**config.mk**
```make
export PLATFORM = sky130hd
export DESIGN_NAME = status_diag
export DESIGN_NICKNAME = d
export VERILOG_FILES = /design/src/design/diag_pkg.sv /design/src/design/status_diag.sv /design/src/design/change_detect.sv /design/src/design/sticky_low.sv
export SDC_FILE = /design/constraint.sdc
export NUM_CORES = 1
export LEC_CHECK = 0
export ABC_AREA = 0
export BUFFER_PORTS_ARGS = -buffer_cell sky130_fd_sc_hd__clkbuf_2
export CAP_MARGIN = 20
export CORE_ASPECT_RATIO = 0.7
export CORE_MARGIN = 2
export CORE_UTILIZATION = 40
export CTS_CLUSTER_SIZE = 25
export DETAILED_ROUTE_END_ITERATION = 8
export PLACE_DENSITY = 0.71
export SLEW_MARGIN = 20
export SYNTH_ARGS = -nofsm -noshare
export SYNTH_HDL_FRONTEND = slang
export SYNTH_HIERARCHICAL = 1
export SYNTH_SLANG_ARGS = --single-unit
```
**constraint.sdc**
```tcl
create_clock -name clk_sys -period 1.08 [get_ports clk_sys]
set_input_delay 0.054 -clock clk_sys [delete_from_list [all_inputs] [get_ports clk_sys]]
set_output_delay 0.054 -clock clk_sys [all_outputs]
set_load 0.005 [all_outputs]
```
**src/design/diag_pkg.sv**
```systemverilog
// constants for the status and diagnosis read-back block
package diag_pkg;
  localparam int FRAME_W = 16;
  localparam int ADDR_HI = 15;
  localparam int ADDR_LO = 14;
  localparam int RSEL_BIT = 13;
  localparam int RO_BIT = 12;
  localparam logic [1:0] SYS_ADDR = 2'h0;
  localparam int MODE_W = 12;
  // status word fields
  localparam int RSS_HI = 11;
  localparam int RSS_LO = 8;
  localparam int ENS_BIT = 1;
  localparam int PWON_BIT = 0;
  // diagnosis word fields
  localparam int GSD_BIT = 11;
  localparam int CANF_HI = 10;
  localparam int CANF_LO = 7;
  localparam int LINF_HI = 6;
  localparam int LINF_LO = 5;
  localparam int V3D_BIT = 4;
  localparam int V2D_BIT = 3;
  localparam int V1D_BIT = 2;
  localparam int CANM_HI = 1;
  localparam int CANM_LO = 0;
  localparam logic [3:0] RSS_POR = 4'h0;
  localparam logic [3:0] CANF_NONE = 4'h0;
  localparam logic [1:0] LINF_NONE = 2'h0;
  localparam logic [1:0] CANM_OFFLINE = 2'h0;
  localparam logic [MODE_W-1:0] MODE_RST = 12'h000;
  localparam logic [15:0] WORD_RST = 16'h0000;
  typedef enum logic [1:0] {
    RD_IDLE = 2'b00,
    RD_STAT = 2'b01,
    RD_DIAG = 2'b10
  } rd_state_t;
endpackage

```
**src/design/status_diag.sv**
```systemverilog
// system status and diagnosis read-back with mode register write
//
// Functional notes
// - status bit 1 follows the enable pin drive level.
// - power-on flag set by power-on reset, cleared on Normal mode entry.
// - reset source overwritten each reset event; reading does not clear it.
// - diagnosis word readable in every mode.
// - select bits 00 with read select 1 return the diagnosis word.
// - read-only 1 returns the word and keeps the mode register.
// - read-only 0 returns the word and loads the mode register.
// - bit 11 shows ground shift outside threshold.
// - CAN fault code bits 10..7 carry the clamp fault codes.
// - CAN fault code carries wiring fault codes; 0000 no failure.
// - LIN fault code 11, 10, 01 faults, 00 none.
// - aux supply bit 1 healthy, 0 when switched off by overload.
// - transceiver supply bit 3 1 healthy, 0 when off by overload.
// - transceiver supply bit returns to 1 when supply is back on.
// - core supply bit latches 0 on undervoltage; a diagnosis read sets it unless undervoltage is present in the same cycle.
// - CAN mode report 11 active, 10 on-line, 01 listen, 00 off.
// - select bits 00 with read select 0 return the status word.
// - supply fault enable makes a supply bit clearing raise an interrupt.
// - CAN fault enable makes a CAN fault code change raise an interrupt.
`timescale 1ns/100ps
`default_nettype none
module status_diag
  import diag_pkg::*;
(
  // clock and reset
  input  wire logic                       clk_sys,
  input  wire logic                       srst,
  // frame from the serial interface
  input  wire logic                       frame_valid,
  input  wire logic [diag_pkg::FRAME_W-1:0] frame_in,
  // reset event report
  input  wire logic                       reset_event,
  input  wire logic [3:0]                 reset_cause,
  input  wire logic                       power_on_reset,
  input  wire logic                       normal_entered,
  // status inputs
  input  wire logic                       enable_pin_high,
  input  wire logic [6:0]                 status_misc,
  // diagnosis inputs
  input  wire logic                       ground_shift_out,
  input  wire logic [3:0]                 can_fault_code,
  input  wire logic [1:0]                 lin_fault_code,
  input  wire logic                       aux_supply_ok,
  input  wire logic                       transceiver_supply_ok,
  input  wire logic                       core_supply_uv,
  input  wire logic [1:0]                 can_mode,
  // interrupt enables
  input  wire logic                       supply_fault_irq_enable,
  input  wire logic                       can_fault_irq_enable,
  // answers
  output logic                            read_valid,
  output logic [diag_pkg::FRAME_W-1:0]    read_data,
  output logic [diag_pkg::MODE_W-1:0]    mode_reg,
  output logic                            mode_write,
  output logic                            supply_irq,
  output logic                            can_fault_irq
);
  import diag_pkg::*;

  logic [3:0]        rss_q;
  logic              pwon_q;
  logic              ens_q;
  logic [15:0]       rd_q;
  logic              rdv_q;
  logic [MODE_W-1:0] mode_q;
  logic              mw_q;
  logic              sirq_q;
  logic              cirq_q;
  logic              v1_ok_q;
  logic              v2_ok_q;
  logic              v3_ok_q;
  rd_state_t         st_d;

  // frame decode
  wire logic        sys_sel  = frame_in[ADDR_HI:ADDR_LO] == SYS_ADDR;
  wire logic        hit      = frame_valid && sys_sel;
  wire logic        want_dg  = frame_in[RSEL_BIT];
  wire logic        ro       = frame_in[RO_BIT];
  wire logic        diag_rd  = hit && want_dg;

  // transceiver supply health, sampled as a level
  always_ff @(posedge clk_sys) begin
    if (srst) begin
      v2_ok_q <= 1'b1;
    end else begin
      v2_ok_q <= transceiver_supply_ok;
    end
  end

  // aux supply health, sampled as a level
  always_ff @(posedge clk_sys) begin
    if (srst) begin
      v3_ok_q <= 1'b1;
    end else begin
      v3_ok_q <= aux_supply_ok;
    end
  end

  // enable pin drive level
  always_ff @(posedge clk_sys) begin
    if (srst) begin
      ens_q <= 1'b0;
    end else begin
      ens_q <= enable_pin_high;
    end
  end

  sticky_low u_v1 (
    .clk_sys (clk_sys),
    .srst    (srst),
    .fault   (core_supply_uv),
    .restore (diag_rd),
    .ok_q    (v1_ok_q)
  );

  // status word fields
  wire logic [3:0]  echo_bits  = frame_in[ADDR_HI:RO_BIT];
  wire logic [3:0]  rss_field  = rss_q;
  wire logic [5:0]  misc_field = status_misc[6:1];
  wire logic        ens_field  = ens_q;
  wire logic        pwon_field = pwon_q;

  // diagnosis word fields, readable in every mode
  wire logic        gsd_field  = ground_shift_out;
  wire logic [3:0]  canf_field = can_fault_code;
  wire logic [1:0]  linf_field = lin_fault_code;
  wire logic        v3_field   = v3_ok_q;
  wire logic        v2_field   = v2_ok_q;
  wire logic        v1_field   = v1_ok_q;
  // an inactive transceiver supply reports the off-line code
  wire logic [1:0]  canm_field = v2_ok_q ? can_mode
                                         : CANM_OFFLINE;

  // word assembly
  wire logic [15:0] stat_word = {echo_bits, rss_field, misc_field,
                                 ens_field, pwon_field};
  wire logic [15:0] diag_word = {echo_bits, gsd_field, canf_field,
                                 linf_field, v3_field, v2_field,
                                 v1_field, canm_field};

  always_comb begin
    st_d = RD_IDLE;
    if (hit) begin
      st_d = want_dg ? RD_DIAG : RD_STAT;
    end
  end

  // reset source, overwritten by every reset event
  always_ff @(posedge clk_sys) begin
    if (srst) begin
      rss_q <= RSS_POR;
    end else if (reset_event) begin
      rss_q <= reset_cause;
    end
  end

  // power-on flag; a power-on reset wins over Normal entry
  always_ff @(posedge clk_sys) begin
    if (srst) begin
      pwon_q <= 1'b1;
    end else if (power_on_reset) begin
      pwon_q <= 1'b1;
    end else if (normal_entered) begin
      pwon_q <= 1'b0;
    end
  end

  // answer strobe
  always_ff @(posedge clk_sys) begin
    if (srst) begin
      rdv_q <= 1'b0;
    end else begin
      rdv_q <= hit;
    end
  end

  // answer word, held until the next accepted frame
  always_ff @(posedge clk_sys) begin
    if (srst) begin
      rd_q <= WORD_RST;
    end else begin
      unique case (st_d)
        RD_STAT: rd_q <= stat_word;
        RD_DIAG: rd_q <= diag_word;
        RD_IDLE: rd_q <= rd_q;
        default: rd_q <= rd_q;
      endcase
    end
  end

  // mode register write, only when the read-only flag is clear
  wire logic        mode_ld = hit && !ro;

  always_ff @(posedge clk_sys) begin
    if (srst) begin
      mw_q <= 1'b0;
    end else begin
      mw_q <= mode_ld;
    end
  end

  always_ff @(posedge clk_sys) begin
    if (srst) begin
      mode_q <= MODE_RST;
    end else if (mode_ld) begin
      mode_q <= frame_in[MODE_W-1:0];
    end
  end

  // interrupt events
  logic v_fell;
  logic c_chg;

  change_detect #(.W(3)) u_vchg (
    .clk_sys   (clk_sys),
    .srst      (srst),
    .value     ({v3_ok_q, v2_ok_q, v1_ok_q}),
    .rst_value (3'h7),
    .changed   (),
    .fell      (v_fell)
  );

  change_detect #(.W(4)) u_cchg (
    .clk_sys   (clk_sys),
    .srst      (srst),
    .value     (can_fault_code),
    .rst_value (CANF_NONE),
    .changed   (c_chg),
    .fell      ()
  );

  // supply fault interrupt on any supply bit clearing
  always_ff @(posedge clk_sys) begin
    if (srst) begin
      sirq_q <= 1'b0;
    end else begin
      sirq_q <= supply_fault_irq_enable && v_fell;
    end
  end

  // CAN fault interrupt on any code change
  always_ff @(posedge clk_sys) begin
    if (srst) begin
      cirq_q <= 1'b0;
    end else begin
      cirq_q <= can_fault_irq_enable && c_chg;
    end
  end

  assign read_valid = rdv_q;
  assign read_data = rd_q;
  assign mode_reg = mode_q;
  assign mode_write = mw_q;
  assign supply_irq = sirq_q;
  assign can_fault_irq = cirq_q;
endmodule
`default_nettype wire

```
**src/design/change_detect.sv**
```systemverilog
// flags any change or any falling edge of a sampled field
`timescale 1ns/100ps
`default_nettype none
module change_detect #(
  parameter int W = 4
) (
  // clock and reset
  input  wire logic         clk_sys,
  input  wire logic         srst,
  // field
  input  wire logic [W-1:0] value,
  input  wire logic [W-1:0] rst_value,
  // events
  output logic              changed,
  output logic              fell
);
  logic [W-1:0] prev_q;

  // starts from the field's reset level, so no false event follows reset
  always_ff @(posedge clk_sys) begin
    if (srst) begin
      prev_q <= rst_value;
    end else begin
      prev_q <= value;
    end
  end

  assign changed = !srst && (prev_q != value);
  assign fell = !srst && |(prev_q & ~value);
endmodule
`default_nettype wire

```
**src/design/sticky_low.sv**
```systemverilog
// latch that drops on a fault and is restored by a read
`timescale 1ns/100ps
`default_nettype none
module sticky_low (
  // clock and reset
  input  wire logic clk_sys,
  input  wire logic srst,
  // events
  input  wire logic fault,
  input  wire logic restore,
  // state
  output logic      ok_q
);
  // a fault in the same cycle as a restore wins
  always_ff @(posedge clk_sys) begin
    if (srst) begin
      ok_q <= 1'b1;
    end else if (fault) begin
      ok_q <= 1'b0;
    end else if (restore) begin
      ok_q <= 1'b1;
    end
  end
endmodule
`default_nettype wire

```
Yosys cells after proc, flatten, opt, wreduce, memory -nomap -nowiden
Index checks and enable logic that the tools add are counted.
{ "word_totals": {"register_bits": 48, "inputBits": 48, "out_inout_bits": 32, "word_cells": 39} }
{ "classes": {"n_eq_ne": 3, "mux": 6, "bitwise": 2, "n_reduce_logical": 14} }
{ "op_table": {"columns": ["op", "n"], "rows": [
  ["$pmux W16 S2", 1],
  ["$logic_and A1 B1 Y1", 7],
  ["$mux W2", 3],
  ["$ne A4 B4 Y1", 1],
  ["$reduce_bool A2 Y1", 2],
  ["$and A3 B3 Y3", 1],
  ["$not A3 Y3", 1],
  ["$reduce_or A3 Y1", 1],
  ["$eq A2 B1 Y1 const B", 1],
  ["$eq A2 B2 Y1 const B", 1],
  ["$logic_not A1 Y1", 2],
  ["$logic_not A2 Y1", 1],
  ["$mux W1", 2],
  ["$reduce_or A2 Y1", 1]
]} }

Logic depth before layout (Yosys ltp)
{ "depth": {"depth_word": 5, "ltp_mapped": 6, "ltp_nobuf": 6} }

Hierarchy
Netlist, hierarchy kept.
{ "modules_own_cells": {"columns": ["mod", "n_inst", "cells_per_inst", "area_each_um2", "seq_area_each_um2"], "rows": [
  ["status_diag", 1, 158, 1477.7, 800.8],
  ["change_detect at u_cchg", 1, 24, 216.5, 80.1],
  ["change_detect at u_vchg", 1, 18, 150.1, 60.1],
  ["sticky_low", 1, 3, 35.0, 20.0]
]} }

Worst setup path after synthesis
No wires, ideal clock.
{ "synth_path": {"path_kind": "input -> register", "from": "input port frame_in[15] (netlist bit)", "to": "register mode_q[2] (netlist: mode_reg[2])", "setup_time_ns": 0.132, "t_arrival_ns": 0.849, "required_ns": 0.948, "slack_ns": 0.099, "stages": 4, "n_path_buf": 1, "path_cell_list": "or4b_4 buf_6 nand2_1 a21oi_1"} }
{ "synth_between": {"elab_chain_cells": 3} }
{ "synth_lines": {"columns": ["item", "line", "text"], "rows": [
  ["from (decl)", "status_diag.sv:33", "input wire logic [diag_pkg::FRAME_W-1:0] frame_in,"],
  ["$logic_not A2 Y1", "status_diag.sv:78", "wire logic sys_sel = frame_in[ADDR_HI:ADDR_LO] == SYS_ADDR;"],
  ["$logic_and A1 B1 Y1", "status_diag.sv:79", "wire logic hit = frame_valid && sys_sel;"],
  ["$logic_and A1 B1 Y1", "status_diag.sv:195", "wire logic mode_ld = hit && !ro;"],
  ["to (signal assigned)", "status_diag.sv:209", "mode_q <= frame_in[MODE_W-1:0];"],
  ["to (decl)", "status_diag.sv:68", "logic [MODE_W-1:0] mode_q;"]
]} }
Every way passes these cells.
A chain may end at the register's enable or synchronous reset.

Worst setup path after layout
{ "layout_path": {"from": "register u_v1.ok_q", "to": "register sirq_q (netlist: supply_irq)"} }
{ "layout_between": {"elab_chain_cells": 5} }
{ "layout_lines": {"columns": ["item", "line", "text"], "rows": [
  ["from (decl)", "sticky_low.sv:12", "output logic ok_q"],
  ["from (signal assigned)", "sticky_low.sv:17", "ok_q <= 1'b1;"],
  ["from (signal assigned)", "sticky_low.sv:19", "ok_q <= 1'b0;"],
  ["from (signal assigned)", "sticky_low.sv:21", "ok_q <= 1'b1;"],
  ["$not A3 Y3", "change_detect.sv:29", "assign fell = !srst && |(prev_q & ~value);"],
  ["$and A3 B3 Y3", "change_detect.sv:29", null],
  ["$reduce_or A3 Y1", "change_detect.sv:29", null],
  ["$logic_and A1 B1 Y1", "change_detect.sv:29", null],
  ["net v_fell", "status_diag.sv:214", "logic v_fell;"],
  ["$logic_and A1 B1 Y1", "status_diag.sv:240", "sirq_q <= supply_fault_irq_enable && v_fell;"],
  ["to (signal assigned)", "status_diag.sv:240", null],
  ["to (decl)", "status_diag.sv:70", "logic sirq_q;"]
]} }
The timed path passes the listed nets, and every way through them passes these cells.

==> summary.md <==
| Metric | Value |
|---|---|
| Detailed Routing Iterations Pass 1 | `4` |
| Unrepaired setup endpoints after global routing | `true` |
| Switch Pwr | `between 0.0008 and 0.0009 W` |
| Crit path capture type | `flop` |
| Max reg flops | `16` |
| Comb pwr share | `between 10% and 20%` |
| Worst VDD drop | `~0.7 mV` |
| # H-tree levels | `2` |
| Crit path max fanout | `2` |
| Fin. max-slew vios | `0` |
| Core area | `~4400 um^2` |
| GR Util met2 | `between 30% and 40%` |
| Final setup fails | `0` |
| Routability Congestion | `approximately 0.8` |
| Root Buffer | `clkbuf_8` |
| Grt ovf | `0` |
| Pre-CTS setup slack | `-0.03980 ns` |
| Vias in the first global route | `1547` |
| Clock tree buffer depth | `2` |
| Period utilisation layout | `97.81%` |
| CP required | `approximately 1.3 ns` |
| Ys Warns | `6` |
| Net total in the final layout | `365` |
| Placed cell area | `~2400 um^2` |
| P_leak | `roughly 1.3 nW` |
| Placement Rows | `20` |
| Worst Clk Skew | `0.006582 ns` |
| Setup TNS Final | `0 ns` |
| GRT Max-Usage Layer | `met2` |
| Vias/cell | `between 4 and 5` |
| Clock power share | `between 30% and 40%` |
| Antenna viol nets, final | `0` |
| Initial antenna violation count | `0` |
| First-pass GRT wire length | `~7.0 mm` |
| Seq. cell area | `a little under 1000 um^2` |
| Residual DRC | `0` |
| Worst-path clk slew | `around 0.080 ns` |
| Crit Path Class | `reg2reg` |
| Worst path arrival time | `1.23 ns` |
| Syn Area/Cell | `approximately 9.3 um^2` |
| Int Pwr | `roughly 0.0026 W` |
| Via Count | `around 1.7k` |
| Seq pwr share | `~56%` |
| Fmax | `about 950 MHz` |
| Die area | `~5200 um^2` |
| Starting Density | `around 42%` |
| FILL cells | `slightly above 400` |
| Fraction of layout cells with a size suffix above 1 | `33.44%` |
| Io pins | `80` |
| Final hold vios | `0` |
| Worst hold-check path type | `in2reg` |
| Syn Inst Count | `200` |
| Min Tclk post-route | `between 1 and 1.5 ns` |
| Initial DRC count | `between 40 and 50` |
| Number of port buffers | `around 80` |
| Most common cell after layout, fill and taps aside | `clkbuf_2` |
| Status | `complete, no violations` |
| CTS tree | `yes` |
| Wire per inst | `around 12 um` |
| Largest net degree at the start of global routing | `31` |
| Pwr/cell area | `roughly 1300 nW/um^2` |
| Clk Latency, worst-skew pair | `just under 0.3 ns` |
| Routing usage on met3 | `approximately 5.4%` |
| CTS Buf Count | `5` |
| Total Wirelength | `4.315 mm` |
| Hpwl dp | `between 2 and 3 mm` |
| Most frequent cells in the layout | `78 x clkbuf_2, 46 x dfxtp_1, 33 x nand2_1` |
| Layout area overhead | `44.88%` |
| GRT Total Usage | `approximately 17%` |
| Ant. Diodes | `0` |
| Fin Hold WS | `roughly 0.013 ns` |
| Max cap viols | `0` |
| Final WS setup | `around 0.024 ns` |
| CTS sink count | `48` |
| Die W | `about 85 um` |
| Switching Fraction | `approximately a quarter` |
| Setup crit start kind | `flop` |
| Met1 usage | `around 21%` |
| Multi-input logic area | `about 830 um^2` |
| Vert. Die Dim | `61.01 um` |
| Post-route cell area | `2690 um^2` |
| Cell Area, Synth | `1857 um^2` |
==> worst paths after layout <==
| kind | slack (ns) | from | to | cells past startpoint |
|---|---|---|---|---|
| worst min register to register | 0.46 | mode_reg[2]$_SDFFE_PP0P_ | mode_reg[2]$_SDFFE_PP0P_ | 2 |
| worst max register to register | 0.02 | u_v1/ok_q$_SDFFE_PP1P_ | supply_irq$_SDFF_PP0_ | 6 |
| worst min-delay path | 0.01 | reset_cause[2] | rss_field[2]$_SDFFE_PP0P_ | 3 |
| worst max-delay path | 0.02 | u_v1/ok_q$_SDFFE_PP1P_ | supply_irq$_SDFF_PP0_ | 6 |
==> layout make-up <==
type	count	share of cell area (%)
repair buffers	111	26.33
multi-input cells	136	31.02
inverters	8	1.116
clock buffers	7	2.837
well taps	55	2.558
clock inverters	1	0.3256
flip-flops and latches	48	35.81
==> power groups by stage <==
stage | Clock [W] | Sequential, W | Combinational, W
after floorplan | 0 | 0.00192 | 0.000198
after global placement | 0 | 0.00192 | 0.000389
after detailed placement | 0 | 0.00192 | 0.000396
after CTS | 0.00108 | 0.00188 | 0.000466
after global routing | 0.00115 | 0.00190 | 0.000529
final | 0.00103 | 0.00188 | 0.000473
==> per-stage QoR <==
| step | power (W) | instances | util (%) |
|---|---|---|---|
| 2_1_floorplan | 0.002123 | 205 | - |
| 3_3_place_gp | 0.002311 | 335 | 53.58 |
| 3_5_place_dp | 0.002321 | 335 | 53.58 |
| 4_1_cts | 0.003425 | 366 | 60.85 |
| 5_1_grt | 0.003575 | 366 | 61.08 |
| 6_report | 0.003384 | 366 | 61.08 |
==> critical path, stage by stage, from the launching register on <==
cell	delay, ns
dfxtp_2	0.33
inv_1	0.05
ha_1	0.20
nor3_2	0.20
nor2_1	0.06
nand2_1	0.07
nor2_1	0.04
==> routing by layer <==
metal | share of wire (%) | vias up
li1 | - | 871
met1 | 46 | 746
met2 | 47 | 44
met3 | 6.4 | 2
met4 | 0.23 | 0
met5 | 0 | -
==> repair_timing <==
item | CTS | global route
gates resized for setup | 1 | 3
pin swaps | 0 | 1
endpoints found under the setup margin | 1 | 2
hold buffers | 23 | 0
endpoints found under the hold margin | 22 | 0
buffers inserted | 0 | 0
Note: power is estimated with default switching activity, not from simulation.
